[src/inc/crs_pkg.sv]
// Constants and types for the CPU register set block
package crs_pkg;
   // Register byte offsets
   localparam logic [7:0] OFF_DATA0 = 8'h00;
   localparam logic [7:0] OFF_DATA3 = 8'h0c;
   localparam logic [7:0] OFF_ADDR0 = 8'h10;
   localparam logic [7:0] OFF_ADDR1 = 8'h14;
   localparam logic [7:0] OFF_SBASE = 8'h18;
   localparam logic [7:0] OFF_FBASE = 8'h1c;
   localparam logic [7:0] OFF_IPTR = 8'h20;
   localparam logic [7:0] OFF_VTB = 8'h24;
   localparam logic [7:0] OFF_USTK = 8'h28;
   localparam logic [7:0] OFF_ISTK = 8'h2c;
   localparam logic [7:0] OFF_FLAGW = 8'h30;
   localparam logic [7:0] OFF_FSAVE = 8'h34;
   localparam logic [7:0] OFF_PSAVE = 8'h38;
   localparam logic [7:0] OFF_FVEC = 8'h3c;
   localparam logic [7:0] OFF_ASTK = 8'h40;
   localparam logic [7:0] OFF_D0LO = 8'h44;
   localparam logic [7:0] OFF_D0HI = 8'h48;
   localparam logic [7:0] OFF_D1LO = 8'h4c;
   localparam logic [7:0] OFF_D1HI = 8'h50;
   localparam logic [7:0] OFF_PAIRLO = 8'h54;
   localparam logic [7:0] OFF_PAIRHI = 8'h58;
   localparam logic [7:0] OFF_CTRL = 8'h5c;
   localparam logic [7:0] OFF_STAT = 8'h60;
   localparam logic [7:0] OFF_EACMD = 8'h64;
   localparam logic [7:0] OFF_EARES = 8'h68;
   localparam logic [7:0] OFF_PMODE = 8'h6c;
   // Field positions
   localparam int FLG_BANK = 4;
   localparam int FLG_IEN = 6;
   localparam int FLG_USEL = 7;
   localparam logic [15:0] FLG_MASK = 16'h70ff;
   localparam int CTRL_ENTER = 0;
   localparam int CTRL_RET = 1;
   localparam int STAT_NMI = 0;
   localparam int STAT_FAST = 1;
   // Reset values
   localparam logic [15:0] RST_FLAG = 16'h0000;
   localparam logic [23:0] RST_WORD = 24'h000000;
   // Address space landmarks
   localparam logic [23:0] PERIPH_TOP = 24'h0003ff;
   localparam logic [23:0] SPAGE_BASE = 24'hfffe00;
   localparam logic [23:0] SPAGE_TOP = 24'hffffdb;
   localparam logic [23:0] FIXVEC_BASE = 24'hffffdc;
   localparam logic [1:0] RESP_OKAY = 2'b00;
   localparam logic [1:0] RESP_SLVERR = 2'b10;
   typedef enum logic [1:0] {PM_SINGLE = 2'b00, PM_EXPAND = 2'b01, PM_MPROC = 2'b10} crs_pmode_t;
   typedef enum logic [2:0] {EA_ADDR0 = 3'b000, EA_ADDR1 = 3'b001, EA_SBASE = 3'b010, EA_FBASE = 3'b011,
      EA_FIXVEC = 3'b100, EA_SPAGE = 3'b101, EA_STACK = 3'b110} crs_eam_t;
   typedef enum logic [2:0] {RG_PERIPH = 3'b000, RG_DATA = 3'b001, RG_PROG = 3'b010, RG_SPAGE = 3'b011,
      RG_FIXVEC = 3'b100} crs_rgn_t;
endpackage : crs_pkg

[src/hdl/crs_regfile.sv]
// CPU register set with address decode, reached over AXI4-Lite
// How it works
// - 28 registers; data, address and both bases banked by flag bit 4
// - Four 16-bit data registers, read and written as words
// - First two data registers also reachable as separate high and low bytes
// - Third:first and fourth:second data registers form 32-bit pairs
// - Two 24-bit address registers, also bases for indirect and relative addressing
// - 24-bit static base gives the base of static-relative addressing
// - 24-bit frame base gives the base of frame-relative addressing
// - 24-bit instruction pointer holds the next instruction address
// - 24-bit vector table base for relocatable peripheral vectors
// - Separate 24-bit user and interrupt stack pointers, chosen by flag bit 7
// - Select bit zero uses interrupt stack, one uses user stack
// - Fast interrupt copies flag word into its 16-bit save register
// - Fast interrupt copies instruction pointer into its 24-bit save register
// - Fast interrupt loads instruction pointer from the 24-bit vector register
// - Addresses wrap within a 16-megabyte space; program high, data low
// - Fixed vectors, reset and nonmaskable included, sit at the top region
// - Lowest kilobyte decodes as peripheral area, never general memory
// - Special page vector region supports two-byte calls and jumps
// - Nonmaskable input fires on high-to-low edge, cannot be disabled
// - Expansion and processor modes block certain ranges from external access
//
// Register access over AXI4-Lite and the address map were left to the implementer.
`timescale 1ns/1ps
`default_nettype none
module crs_regfile
   import crs_pkg::*;
#(
   parameter int AW = 8,
   parameter logic [23:0] ROM_LO = 24'hfe0000,
   parameter logic [23:0] RSV_A_LO = 24'h002c00,
   parameter logic [23:0] RSV_A_HI = 24'h008000,
   parameter logic [23:0] RSV_B_LO = 24'hf00000,
   parameter logic [23:0] RSV_B_HI = 24'hfdffff
)(
   input wire logic aclk,
   input wire logic aresetn,
   input wire logic [AW-1:0] awaddr,
   input wire logic awvalid,
   output logic awready,
   input wire logic [31:0] wdata,
   input wire logic [3:0] wstrb,
   input wire logic wvalid,
   output logic wready,
   output logic [1:0] bresp,
   output logic bvalid,
   input wire logic bready,
   input wire logic [AW-1:0] araddr,
   input wire logic arvalid,
   output logic arready,
   output logic [31:0] rdata,
   output logic [1:0] rresp,
   output logic rvalid,
   input wire logic rready,
   input wire logic nonmaskable_irq_pin,
   output logic nmi_pending,
   output logic fast_irq_active
);

   // ************************************************************
   // Helper functions
   // ************************************************************

   // Byte-lane merge of a write into an old word
   function automatic logic [31:0] mrg(input logic [31:0] o, input logic [31:0] n, input logic [3:0] s);
      logic [31:0] r;
      r = o;
      for (int i = 0; i < 4; i++)
      begin
         if (s[i])
            r[i*8 +: 8] = n[i*8 +: 8];
      end
      return r;
   endfunction : mrg

   // Offset is aligned, in range and has no high bits set
   function automatic logic mapped(input logic [AW-1:0] a);
      return (a[1:0] == 2'b00) && (a <= AW'(OFF_PMODE));
   endfunction : mapped

   // Region that an address falls into
   function automatic crs_rgn_t region(input logic [23:0] a);
      if (a <= PERIPH_TOP)
         return RG_PERIPH;
      else if (a >= FIXVEC_BASE)
         return RG_FIXVEC;
      else if (a >= SPAGE_BASE)
         return RG_SPAGE;
      else if (a >= ROM_LO)
         return RG_PROG;
      else
         return RG_DATA;
   endfunction : region

   // ************************************************************
   // Register storage
   // ************************************************************
   logic [15:0] data_r [2][4];
   logic [23:0] addr_r [2][2];
   logic [23:0] sbase_r [2];
   logic [23:0] fbase_r [2];
   logic [23:0] iptr_r, vtb_r, ustk_r, istk_r, psave_r, fvec_r;
   logic [15:0] flag_r, fsave_r;
   logic [27:0] ea_res_r;
   crs_pmode_t pmode_r;
   logic nmi_s1_r, nmi_s2_r, nmi_d_r;
   logic bk;
   logic [23:0] astk;

   assign bk = flag_r[FLG_BANK];
   assign astk = flag_r[FLG_USEL] ? ustk_r : istk_r;

   // ************************************************************
   // AXI4-Lite write channel
   // ************************************************************
   logic aw_got_r, w_got_r, aw_hs, w_hs, wr_go;
   logic [AW-1:0] wa_r;
   logic [31:0] wd_r;
   logic [3:0] ws_r;
   logic [7:0] wa;

   assign aw_hs = awvalid && awready;
   assign w_hs = wvalid && wready;
   assign wr_go = aw_got_r && w_got_r && !bvalid;
   assign wa = wa_r[7:0];

   // Address and data may come in either order
   always_ff @(posedge aclk)
   begin
      if (!aresetn)
      begin
         aw_got_r <= 1'b0;
         w_got_r <= 1'b0;
         awready <= 1'b0;
         wready <= 1'b0;
         wa_r <= '0;
         wd_r <= 32'h00000000;
         ws_r <= 4'h0;
      end
      else
      begin
         awready <= !aw_hs && !aw_got_r && !bvalid;
         wready <= !w_hs && !w_got_r && !bvalid;
         if (aw_hs)
         begin
            aw_got_r <= 1'b1;
            wa_r <= awaddr;
         end
         else if (wr_go)
            aw_got_r <= 1'b0;
         if (w_hs)
         begin
            w_got_r <= 1'b1;
            wd_r <= wdata;
            ws_r <= wstrb;
         end
         else if (wr_go)
            w_got_r <= 1'b0;
      end
   end

   // Response one cycle after both halves are held
   always_ff @(posedge aclk)
   begin
      if (!aresetn)
      begin
         bvalid <= 1'b0;
         bresp <= RESP_OKAY;
      end
      else if (wr_go)
      begin
         bvalid <= 1'b1;
         bresp <= mapped(wa_r) ? RESP_OKAY : RESP_SLVERR;
      end
      else if (bready)
         bvalid <= 1'b0;
   end

   // Write strobes per target; unmapped writes are dropped
   logic wr_ok, enter, leave;
   assign wr_ok = wr_go && mapped(wa_r);
   assign enter = wr_ok && wa == OFF_CTRL && ws_r[0] && wd_r[CTRL_ENTER];
   assign leave = wr_ok && wa == OFF_CTRL && ws_r[0] && wd_r[CTRL_RET] && !enter;

   // ************************************************************
   // Banked data registers and their views
   // ************************************************************
   // word writes; byte views; long pairs
   always_ff @(posedge aclk)
   begin
      if (!aresetn)
      begin
         for (int b = 0; b < 2; b++)
            for (int i = 0; i < 4; i++)
               data_r[b][i] <= RST_WORD[15:0];
      end
      else if (wr_ok)
      begin
         if (wa <= OFF_DATA3)
            data_r[bk][wa[3:2]] <= 16'(mrg({16'h0000, data_r[bk][wa[3:2]]}, wd_r, ws_r));
         else if (wa == OFF_D0LO && ws_r[0])
            data_r[bk][0][7:0] <= wd_r[7:0];
         else if (wa == OFF_D0HI && ws_r[0])
            data_r[bk][0][15:8] <= wd_r[7:0];
         else if (wa == OFF_D1LO && ws_r[0])
            data_r[bk][1][7:0] <= wd_r[7:0];
         else if (wa == OFF_D1HI && ws_r[0])
            data_r[bk][1][15:8] <= wd_r[7:0];
         else if (wa == OFF_PAIRLO)
            {data_r[bk][2], data_r[bk][0]} <= mrg({data_r[bk][2], data_r[bk][0]}, wd_r, ws_r);
         else if (wa == OFF_PAIRHI)
            {data_r[bk][3], data_r[bk][1]} <= mrg({data_r[bk][3], data_r[bk][1]}, wd_r, ws_r);
      end
   end

   // ************************************************************
   // Banked address and base registers
   // ************************************************************
   // banked 24-bit bases
   always_ff @(posedge aclk)
   begin
      if (!aresetn)
      begin
         for (int b = 0; b < 2; b++)
         begin
            addr_r[b][0] <= RST_WORD;
            addr_r[b][1] <= RST_WORD;
            sbase_r[b] <= RST_WORD;
            fbase_r[b] <= RST_WORD;
         end
      end
      else if (wr_ok)
      begin
         if (wa == OFF_ADDR0 || wa == OFF_ADDR1)
            addr_r[bk][wa[2]] <= 24'(mrg({8'h00, addr_r[bk][wa[2]]}, wd_r, ws_r));
         else if (wa == OFF_SBASE)
            sbase_r[bk] <= 24'(mrg({8'h00, sbase_r[bk]}, wd_r, ws_r));
         else if (wa == OFF_FBASE)
            fbase_r[bk] <= 24'(mrg({8'h00, fbase_r[bk]}, wd_r, ws_r));
      end
   end

   // ************************************************************
   // Stack pointers, vector base and fast vector
   // ************************************************************
   // plain 24-bit pointers; the active view writes whichever is chosen
   always_ff @(posedge aclk)
   begin
      if (!aresetn)
      begin
         vtb_r <= RST_WORD;
         ustk_r <= RST_WORD;
         istk_r <= RST_WORD;
         fvec_r <= RST_WORD;
      end
      else if (wr_ok)
      begin
         if (wa == OFF_VTB)
            vtb_r <= 24'(mrg({8'h00, vtb_r}, wd_r, ws_r));
         if (wa == OFF_USTK || (wa == OFF_ASTK && flag_r[FLG_USEL]))
            ustk_r <= 24'(mrg({8'h00, ustk_r}, wd_r, ws_r));
         if (wa == OFF_ISTK || (wa == OFF_ASTK && !flag_r[FLG_USEL]))
            istk_r <= 24'(mrg({8'h00, istk_r}, wd_r, ws_r));
         if (wa == OFF_FVEC)
            fvec_r <= 24'(mrg({8'h00, fvec_r}, wd_r, ws_r));
      end
   end

   // ************************************************************
   // Instruction pointer, flags and fast interrupt saves
   // ************************************************************
   // Save copies avoid any stack traffic, so entry and return take one cycle
   always_ff @(posedge aclk)
   begin
      if (!aresetn)
      begin
         iptr_r <= RST_WORD;
         flag_r <= RST_FLAG;
         fsave_r <= RST_FLAG;
         psave_r <= RST_WORD;
         fast_irq_active <= 1'b0;
      end
      else if (enter)
      begin
         fsave_r <= flag_r;
         psave_r <= iptr_r;
         iptr_r <= fvec_r;
         flag_r <= flag_r & ~(16'h0001 << FLG_USEL) & ~(16'h0001 << FLG_IEN);
         fast_irq_active <= 1'b1;
      end
      else if (leave)
      begin
         iptr_r <= psave_r;
         flag_r <= fsave_r & FLG_MASK;
         fast_irq_active <= 1'b0;
      end
      else if (wr_ok)
      begin
         if (wa == OFF_IPTR)
            iptr_r <= 24'(mrg({8'h00, iptr_r}, wd_r, ws_r));
         if (wa == OFF_FLAGW)
            flag_r <= 16'(mrg({16'h0000, flag_r}, wd_r, ws_r)) & FLG_MASK;
         if (wa == OFF_FSAVE)
            fsave_r <= 16'(mrg({16'h0000, fsave_r}, wd_r, ws_r));
         if (wa == OFF_PSAVE)
            psave_r <= 24'(mrg({8'h00, psave_r}, wd_r, ws_r));
      end
   end

   // ************************************************************
   // Effective address unit and processor mode
   // ************************************************************
   logic [23:0] ea_base, ea_addr;
   logic [23:0] disp;
   logic ea_blk;
   assign disp = {{8{wd_r[15]}}, wd_r[15:0]};

   always_comb
   begin
      unique case (crs_eam_t'(wd_r[18:16]))
         EA_ADDR0: ea_base = addr_r[bk][0];
         EA_ADDR1: ea_base = addr_r[bk][1];
         EA_SBASE: ea_base = sbase_r[bk];
         EA_FBASE: ea_base = fbase_r[bk];
         EA_FIXVEC: ea_base = FIXVEC_BASE;
         EA_SPAGE: ea_base = SPAGE_BASE;
         EA_STACK: ea_base = astk;
         default: ea_base = RST_WORD;
      endcase
   end

   // modulo 16 Mbyte sum; vector modes scale the index
   always_comb
   begin
      if (wd_r[18:16] == EA_FIXVEC)
         ea_addr = 24'(ea_base + {wd_r[15:0], 2'b00});
      else if (wd_r[18:16] == EA_SPAGE)
         ea_addr = 24'(ea_base + {wd_r[15:0], 1'b0});
      else
         ea_addr = 24'(ea_base + disp);
   end

   // range A blocks external access outside single-chip mode; range B only in expansion mode
   assign ea_blk = (pmode_r != PM_SINGLE && ea_addr >= RSV_A_LO && ea_addr <= RSV_A_HI)
      || (pmode_r == PM_EXPAND && ea_addr >= RSV_B_LO && ea_addr <= RSV_B_HI);

   // region tag stored with the address
   always_ff @(posedge aclk)
   begin
      if (!aresetn)
      begin
         ea_res_r <= 28'h0000000;
         pmode_r <= PM_SINGLE;
      end
      else if (wr_ok && wa == OFF_EACMD)
         ea_res_r <= {ea_blk, region(ea_addr), ea_addr};
      else if (wr_ok && wa == OFF_PMODE && ws_r[0] && wd_r[1:0] != 2'b11)
         pmode_r <= crs_pmode_t'(wd_r[1:0]);
   end

   // ************************************************************
   // Nonmaskable input
   // ************************************************************
   always_ff @(posedge aclk)
   begin
      if (!aresetn)
      begin
         nmi_s1_r <= 1'b1;
         nmi_s2_r <= 1'b1;
         nmi_d_r <= 1'b1;
      end
      else
      begin
         nmi_s1_r <= nonmaskable_irq_pin;
         nmi_s2_r <= nmi_s1_r;
         nmi_d_r <= nmi_s2_r;
      end
   end

   // falling edge sets; no mask; set beats clear
   always_ff @(posedge aclk)
   begin
      if (!aresetn)
         nmi_pending <= 1'b0;
      else if (nmi_d_r && !nmi_s2_r)
         nmi_pending <= 1'b1;
      else if (wr_ok && wa == OFF_STAT && ws_r[0] && wd_r[STAT_NMI])
         nmi_pending <= 1'b0;
   end

   // ************************************************************
   // AXI4-Lite read channel
   // ************************************************************
   logic [31:0] rv;
   logic [7:0] ra;
   assign ra = araddr[7:0];

   // Read mux; write-only and reserved bits read as zero
   always_comb
   begin
      rv = 32'h00000000;
      if (ra <= OFF_DATA3)
         rv = {16'h0000, data_r[bk][ra[3:2]]};
      else if (ra == OFF_ADDR0 || ra == OFF_ADDR1)
         rv = {8'h00, addr_r[bk][ra[2]]};
      else if (ra == OFF_SBASE)
         rv = {8'h00, sbase_r[bk]};
      else if (ra == OFF_FBASE)
         rv = {8'h00, fbase_r[bk]};
      else if (ra == OFF_IPTR)
         rv = {8'h00, iptr_r};
      else if (ra == OFF_VTB)
         rv = {8'h00, vtb_r};
      else if (ra == OFF_USTK)
         rv = {8'h00, ustk_r};
      else if (ra == OFF_ISTK)
         rv = {8'h00, istk_r};
      else if (ra == OFF_FLAGW)
         rv = {16'h0000, flag_r};
      else if (ra == OFF_FSAVE)
         rv = {16'h0000, fsave_r};
      else if (ra == OFF_PSAVE)
         rv = {8'h00, psave_r};
      else if (ra == OFF_FVEC)
         rv = {8'h00, fvec_r};
      else if (ra == OFF_ASTK)
         rv = {8'h00, astk};
      else if (ra == OFF_D0LO)
         rv = {24'h000000, data_r[bk][0][7:0]};
      else if (ra == OFF_D0HI)
         rv = {24'h000000, data_r[bk][0][15:8]};
      else if (ra == OFF_D1LO)
         rv = {24'h000000, data_r[bk][1][7:0]};
      else if (ra == OFF_D1HI)
         rv = {24'h000000, data_r[bk][1][15:8]};
      else if (ra == OFF_PAIRLO)
         rv = {data_r[bk][2], data_r[bk][0]};
      else if (ra == OFF_PAIRHI)
         rv = {data_r[bk][3], data_r[bk][1]};
      else if (ra == OFF_STAT)
         rv = {30'h00000000, fast_irq_active, nmi_pending};
      else if (ra == OFF_EARES)
         rv = {4'h0, ea_res_r};
      else if (ra == OFF_PMODE)
         rv = {30'h00000000, pmode_r};
   end

   // Data registered at the address handshake
   always_ff @(posedge aclk)
   begin
      if (!aresetn)
      begin
         arready <= 1'b0;
         rvalid <= 1'b0;
         rdata <= 32'h00000000;
         rresp <= RESP_OKAY;
      end
      else
      begin
         arready <= !(arvalid && arready) && !rvalid;
         if (arvalid && arready)
         begin
            rvalid <= 1'b1;
            rdata <= mapped(araddr) ? rv : 32'h00000000;
            rresp <= mapped(araddr) ? RESP_OKAY : RESP_SLVERR;
         end
         else if (rready)
            rvalid <= 1'b0;
      end
   end
endmodule : crs_regfile
`default_nettype wire

[config.mk]
export PLATFORM = sky130hd
export DESIGN_NAME = crs_regfile
export DESIGN_NICKNAME = d
export VERILOG_FILES = /design/src/inc/crs_pkg.sv /design/src/hdl/crs_regfile.sv
export SDC_FILE = /design/constraint.sdc
export NUM_CORES = 2
export LEC_CHECK = 0
export ABC_CLOCK_PERIOD_IN_PS = 8150
export BUFFER_PORTS_ARGS = -buffer_cell sky130_fd_sc_hd__buf_2
export CAP_MARGIN = 25
export CORE_MARGIN = 2
export CORE_UTILIZATION = 40
export CTS_CLUSTER_SIZE = 12
export DETAILED_ROUTE_END_ITERATION = 12
export PLACE_DENSITY = 0.6
export SKIP_CTS_REPAIR_TIMING = 1
export SKIP_LAST_GASP = 1
export SLEW_MARGIN = 20
export SYNTH_ARGS = -nofsm -noshare
export SYNTH_HDL_FRONTEND = slang
export SYNTH_SLANG_ARGS = --single-unit
[constraint.sdc]
create_clock -name aclk -period 8.15 [get_ports aclk]
set_input_delay 0.815 -clock aclk [delete_from_list [all_inputs] [get_ports aclk]]
set_output_delay 0.815 -clock aclk [all_outputs]
set_load 0.02 [all_outputs]
# Word level (Yosys, flattened, before mapping)

Memory sizes are Yosys's and may differ from the RTL's. A register that Yosys moved wholly into a read port is not among the register bits.
Index checks and enable logic that the tools add are counted.

Register bits: 426
Bits in writable memories: 192
Input port bits: 60
Output and inout bits: 43
Word-level logic and storage cells: 526
Memories: 3

Memories:

| name    | depth | width | rd ports | clocked after memory_dff | wr ports | RTL line           | RTL |
|---|---|---|---|---|---|---|---|
| addr_r  | 2     | 48    | 1        | 1                        | 2        | crs_regfile.sv:100 | `logic [23:0] addr_r [2][2];` |
| fbase_r | 2     | 24    | 1        | 1                        | 2        | crs_regfile.sv:102 | `logic [23:0] fbase_r [2];` |
| sbase_r | 2     | 24    | 1        | 1                        | 2        | crs_regfile.sv:101 | `logic [23:0] sbase_r [2];` |

Add/subtract/negate cells: 3
$lt $le $gt $ge: 20
Equality and inequality tests: 54
Muxes and demuxes: 276
Bitwise operators: 8
Reductions and logical operators: 110

Operators by type and width:

| operator             | count |
|---|---|
| $bwmux 128           | 9 |
| $mux 8               | 132 |
| $mux 128             | 7 |
| $mux 32              | 21 |
| $demux 64 s1         | 9 |
| $mux 24              | 20 |
| $mux 64              | 6 |
| $mux 48              | 5 |
| $mux 16              | 13 |
| $eq 8x7->1 const B   | 21 |
| $pmux 24 s7          | 1 |
| $eq 8x6->1 const B   | 16 |
| $ge 24x24->1 const B | 4 |
| $bmux 16 s2          | 2 |
| $eq 8x5->1 const B   | 8 |
| $mux 28              | 2 |
| $mux 56              | 1 |
| $reduce_and 3->1     | 17 |
| $reduce_or 24->1     | 2 |
| $reduce_or 48->1     | 1 |
| $mux 40              | 1 |
| $logic_and 1x1->1    | 39 |
| $mux 1               | 37 |
| $reduce_bool 2->1    | 17 |
| 35 further kinds     | 80 |

# Depth between registers and ports, before layout

Word-level depth: 24
Gate-level depth with buffers: 24
Gate-level depth less buffers: 19

# Worst setup path after synthesis

Ideal clock, no wire load.

Kind: flip-flop to flip-flop
Start point: register (tool-made name)
End point: register ea_res_r[26]
Setup time: 59 ps
Data arrival time: 5,686 ps
Required time: 8,091 ps
Path slack: 2,405 ps
Stages on the path, launching flop included: 23
Path buffers: 6
Clock period less this slack: 5,745 ps
Cell sequence: dfxtp_1 buf_6 buf_2 buf_2 buf_1 buf_1 clkbuf_1 mux2i_1 o22ai_1 a211oi_1 o211ai_1 ha_1 o21a_1 o311ai_0 o211ai_1 or3_1 o21ai_0 mux2i_1 a211oi_1 or2_0 or4_1 o31ai_1 and2_1

RTL lines:

| what                   | RTL line           | RTL |
|---|---|---|
| end signal: assignment | crs_regfile.sv:357 | `ea_res_r <= {ea_blk, region(ea_addr), ea_addr};` |
| end: declaration       | crs_regfile.sv:105 | `logic [27:0] ea_res_r;` |

==> metrics.txt <==
# TYPE chip_impl_metric gauge
chip_impl_info{name="synth_top_cell_by_area",value="sky130_fd_sc_hd__dfxtp_1"} 1
chip_impl_info{name="clock_tree_from_tritoncts",value="built"} 1
chip_impl_info{name="status",value="completed"} 1
chip_impl_info{name="cpLargestDelayFamily",value="compound AO/OA/AOI/OAI gates"} 1
chip_impl_metric{name="ant_nets",unit=""} 0
chip_impl_metric{name="largest_net_degree_at_the_start_of_global_routing",unit=""} 98
chip_impl_info{name="crit_path_top_delay_cell",value="sky130_fd_sc_hd__dfxtp_4"} 1
chip_impl_metric{name="totalWireLength",unit="um"} 175000
chip_impl_metric{name="cellPowerDensity",unit="nW/um^2"} 182
chip_impl_metric{name="netlist_instances",unit=""} 4167
chip_impl_info{name="cp-end-kind",value="register"} 1
chip_impl_metric{name="gr-total-overflow",unit=""} 0
chip_impl_metric{name="register_clock_pin_slew_on_the_reported_worst_setup_and_hold_paths",unit="ps"} 60
chip_impl_metric{name="detailedPlacementHpwl",unit="um"} 126000
chip_impl_metric{name="leakagePower",unit="nW"} 15.9
chip_impl_metric{name="synth_cell_types",unit=""} 97
chip_impl_metric{name="final_core_util",unit="%"} 44.9
chip_impl_metric{name="final_layout_size_suffix_gt1_share",unit="%"} 12.6
chip_impl_metric{name="finalCritPeriodShare",unit="%"} 75.3
chip_impl_metric{name="grt_first_pass_wirelength",unit="um"} 246000
chip_impl_metric{name="cts_sinks",unit=""} 612
chip_impl_metric{name="global_route.usage.total",unit="%"} 36.1
chip_impl_info{name="worstHoldPathType",value="input pin to register"} 1
chip_impl_metric{name="die_y",unit="um"} 307
chip_impl_info{name="timing_worst_setup_path_type",value="register to register"} 1
chip_impl_metric{name="design.portCount",unit=""} 103
chip_impl_metric{name="average_routed_wire_per_standard_cell",unit="um"} 32.4
chip_impl_metric{name="cts-buffers-inserted",unit=""} 72
chip_impl_metric{name="fillers",unit=""} 8931
chip_impl_metric{name="post-route-cell-area",unit="um^2"} 41000
chip_impl_metric{name="critPathArrivalTime",unit="ps"} 6720
chip_impl_metric{name="detailroute.via_count",unit=""} 36000
chip_impl_metric{name="layout-area-overhead-vs-synth",unit="%"} 11.8
chip_impl_info{name="worst_setup_path_start_kind",value="register"} 1
chip_impl_metric{name="placement.io_buffers",unit=""} 100
chip_impl_metric{name="post_synth_instance_area",unit="um^2"} 36700
chip_impl_metric{name="worstPathMaxFanout",unit=""} 44
chip_impl_metric{name="fin_clk_skew",unit="ps"} 39.2
chip_impl_metric{name="final_critical_path_setup_slack",unit="ps"} 2010
chip_impl_info{name="rsz0062_at_grt",value="false"} 1
chip_impl_metric{name="synth_async_sr_flop_share",unit="%"} 0
chip_impl_metric{name="synth_enable_flop_cells",unit=""} 192
chip_impl_metric{name="fraction_of_power_consumed_by_sequential_logic",unit="%"} 43.2
chip_impl_metric{name="core_area",unit="um^2"} 91200
chip_impl_metric{name="multiInputGateArea",unit="um^2"} 21000
chip_impl_metric{name="synth_warnings",unit=""} 0
chip_impl_metric{name="fp.dieW",unit="um"} 307
chip_impl_metric{name="final_max_slew_viol_count",unit=""} 0
chip_impl_metric{name="critical_path_rt",unit="ps"} 8740
chip_impl_metric{name="worst_slew_pin_slew",unit="ps"} 1180
chip_impl_metric{name="finalWorstPathRequiredPeriod",unit="ps"} 6140
chip_impl_info{name="cts-root-buf",value="sky130_fd_sc_hd__clkbuf_16"} 1
chip_impl_metric{name="slowest_delay",unit="ps"} 840
chip_impl_metric{name="drt_pre_antenna_iters",unit=""} 7
chip_impl_metric{name="place.gp.congestion",unit=""} 1.03
chip_impl_metric{name="internal_power",unit="W"} 0.00536
chip_impl_metric{name="grt_pass1_vias",unit=""} 32800
chip_impl_info{name="crit_top_cell",value="sky130_fd_sc_hd__o31ai_1"} 1
chip_impl_metric{name="p_total",unit="W"} 0.00745
chip_impl_metric{name="num-nets-final",unit=""} 4253
chip_impl_info{name="critical_path.cell_chain",value="mux2_2 > a22o_1 > nor4_1 > inv_1 > ha_1 > and3_1 > a221o_1 > o31ai_1 > a311oi_1 > a211oi_1 > xnor2_1 > o22ai_1 > a21oi_1 > nand3_1 > or4_1 > o31ai_1 > and2_1"} 1
chip_impl_metric{name="switching_share",unit="%"} 28.0
chip_impl_metric{name="postPlaceCellArea",unit="um^2"} 38600
chip_impl_metric{name="power_frac_comb",unit="%"} 12.4
chip_impl_metric{name="placement_rows",unit=""} 111
chip_impl_metric{name="register_area",unit="um^2"} 14200
chip_impl_metric{name="dpl_worst_slack",unit="ps"} 1970
chip_impl_info{name="ys.flop_type",value="sky130_fd_sc_hd__dfxtp_1"} 1
chip_impl_metric{name="synth.top_cell.area_share",unit="%"} 22.9
chip_impl_metric{name="remaining_drc_errors",unit=""} 0
chip_impl_metric{name="net-switching-power",unit="W"} 0.00208
chip_impl_metric{name="timing.setup.tns",unit="ps"} 0
chip_impl_metric{name="worst-path-buf-inv",unit=""} 1
chip_impl_metric{name="number_of_maximum_capacitance_constraint_violations",unit=""} 0
chip_impl_metric{name="avgViaCountPerCell",unit=""} 6.68
chip_impl_metric{name="h-tree-depth",unit=""} 3
chip_impl_metric{name="initial_cell_density_of_the_core",unit="%"} 40.2
chip_impl_metric{name="total_of_endpoints_with_negative_setup_slack_in_the_final_report",unit=""} 0
chip_impl_metric{name="die_area",unit="um^2"} 94100
chip_impl_info{name="synth_area_leaders",value="sky130_fd_sc_hd__dfxtp_1 (23%), sky130_fd_sc_hd__edfxtp_1 (16%), sky130_fd_sc_hd__mux2i_1 (6.4%)"} 1
chip_impl_metric{name="initialDrtViolationCount",unit=""} 5278
chip_impl_metric{name="synth-seq-cells",unit=""} 612
chip_impl_metric{name="syn_avg_cell_area",unit="um^2"} 8.80
chip_impl_metric{name="clkLatencyLatePin",unit="ps"} 660
chip_impl_metric{name="clock_power_share",unit="%"} 44.4
chip_impl_metric{name="slew-limit-headroom",unit="%"} 21.2
chip_impl_metric{name="count_of_final_hold_check_violations",unit=""} 0
chip_impl_metric{name="initial_antenna_violation_count",unit=""} 11
chip_impl_metric{name="fmaxAchievable",unit="MHz"} 163
chip_impl_metric{name="synth_seq_area_share",unit="%"} 38.7
chip_impl_metric{name="clockBufferDepth",unit=""} 3
chip_impl_metric{name="irDropWorstVdd",unit="uV"} 162
==> metal layers <==
metal | vias up | global-route usage [%] | wire (um) | part of all wire, %
met3 | 542 | 9.47 | 20800 | 12
met4 | 8 | 25.0 | 14400 | 8.2
li1 | 15500 | - | - | -
met2 | 2495 | 51.8 | 72000 | 41
met1 | 17500 | 47.3 | 67700 | 39
met5 | - | 0 | 51 | 0.029
==> final cells by class <==
cell class / count / share of cell area [%]
multi-input combinational: 3138 / 51.2
sequential: 612 / 34.6
clock buffer: 104 / 5.11
timing repair buffer: 249 / 4.06
tap: 1186 / 3.62
inverter: 78 / 0.714
clock inverter: 25 / 0.632
antenna: 7 / 0.0427
==> sequential cells by signal (all words and copies together), names as in the netlist, 2 cells and up, named ones only <==
signal    cells
psave_r      24
wa            8
sbase_r      48
addr_r       96
data_r      128
fsave_r      16
ea_res_r     28
ustk_r       24
iptr_r       24
istk_r       24
vtb_r        24
wd_r         32
pmode_r       2
flag_r       11
rdata        32
fbase_r      48
fvec_r       24
ws_r          4
==> cell usage after synthesis (44+ instances only) <==
cell and instances:
sky130_fd_sc_hd__nor2_1 475, sky130_fd_sc_hd__nand2_1 423, sky130_fd_sc_hd__dfxtp_1 420, sky130_fd_sc_hd__clkbuf_1 285, sky130_fd_sc_hd__o21ai_0 244, sky130_fd_sc_hd__mux2i_1 233
sky130_fd_sc_hd__a21oi_1 222, sky130_fd_sc_hd__edfxtp_1 192, sky130_fd_sc_hd__o211a_1 155, sky130_fd_sc_hd__nor2b_1 125, sky130_fd_sc_hd__o221ai_1 93, sky130_fd_sc_hd__nand3_1 75
sky130_fd_sc_hd__inv_1 73, sky130_fd_sc_hd__a21boi_0 72, sky130_fd_sc_hd__o22ai_1 72, sky130_fd_sc_hd__mux2_2 69, sky130_fd_sc_hd__a22oi_1 60, sky130_fd_sc_hd__nand2b_1 60
sky130_fd_sc_hd__a221oi_1 52, sky130_fd_sc_hd__nor3_1 50, sky130_fd_sc_hd__o211ai_1 48, sky130_fd_sc_hd__and2_1 47, sky130_fd_sc_hd__buf_1 44
==> worst reg2reg max path, stage by stage, from the launching register on <==
cell and delay, ps:
sky130_fd_sc_hd__dfxtp_4 840, sky130_fd_sc_hd__mux2_2 500, sky130_fd_sc_hd__a22o_1 240, sky130_fd_sc_hd__nor4_1 690, sky130_fd_sc_hd__inv_1 250, sky130_fd_sc_hd__ha_1 330
sky130_fd_sc_hd__and3_1 190, sky130_fd_sc_hd__a221o_1 360, sky130_fd_sc_hd__o31ai_1 570, sky130_fd_sc_hd__a311oi_1 220, sky130_fd_sc_hd__a211oi_1 310, sky130_fd_sc_hd__xnor2_1 160
sky130_fd_sc_hd__o22ai_1 110, sky130_fd_sc_hd__a21oi_1 340, sky130_fd_sc_hd__nand3_1 150, sky130_fd_sc_hd__or4_1 500, sky130_fd_sc_hd__o31ai_1 190, sky130_fd_sc_hd__and2_1 140
==> final timing paths <==
path / start / end / slack, ps / cells after the start
hold / removal: nonmaskable_irq_pin / nmi_s1_r / 360 / 2
hold reg to reg: nmi_s1_r / nmi_s2_r / 430 / 1
setup / recovery: register / ea_res_r[26] / 2010 / 17
setup reg to reg: register / ea_res_r[26] / 2010 / 17
==> cell usage in the layout (no fill, tap or decap), types with 93 or more instances in the layout <==
cell and n:
sky130_fd_sc_hd__a21oi_1 218, sky130_fd_sc_hd__buf_2 99, sky130_fd_sc_hd__buf_4 145, sky130_fd_sc_hd__dfxtp_1 411, sky130_fd_sc_hd__edfxtp_1 192, sky130_fd_sc_hd__mux2i_1 233
sky130_fd_sc_hd__nand2_1 420, sky130_fd_sc_hd__nor2_1 467, sky130_fd_sc_hd__nor2b_1 124, sky130_fd_sc_hd__o211a_1 155, sky130_fd_sc_hd__o21ai_0 244, sky130_fd_sc_hd__o221ai_1 93
==> logic make-up (layout without fill, tap and decap cells) <==
logic type               count (synthesis)  after routing  share of synthesized area, %
flip-flops                             612            612                          38.7
AO/OA/AOI/OAI                         1312           1312                          25.7
AND/OR/NAND/NOR                       1380           1380                          17.3
other                                    1              9                        0.0102
XOR/XNOR                                44             44                          1.05
multiplexers                           348            348                          11.2
adder cells (fa/ha/maj)                 52             52                          1.73
buffers and inverters                  418            456                          4.35
==> power by group through the flow <==
stage | Clock [W] | Combinational, W | Sequential, W
2_1_floorplan | 0 | 0.000548 | 0.00327
3_3_place_gp | 0 | 0.000886 | 0.00328
3_5_place_dp | 0 | 0.000881 | 0.00328
4_1_cts | 0.00332 | 0.000885 | 0.00321
5_1_grt | 0.00344 | 0.000968 | 0.00322
6_report | 0.00331 | 0.000926 | 0.00321
==> per-stage QoR <==
stage / std cells / hold WS (ps)
after floorplan: 4168 / 386
after global placement: 5250 / 397
after detailed placement: 5255 / 423
after CTS: 5384 / 348
after global routing: 5393 / 370
final: 5399 / 358
Power figures use the tool's default switching activity.
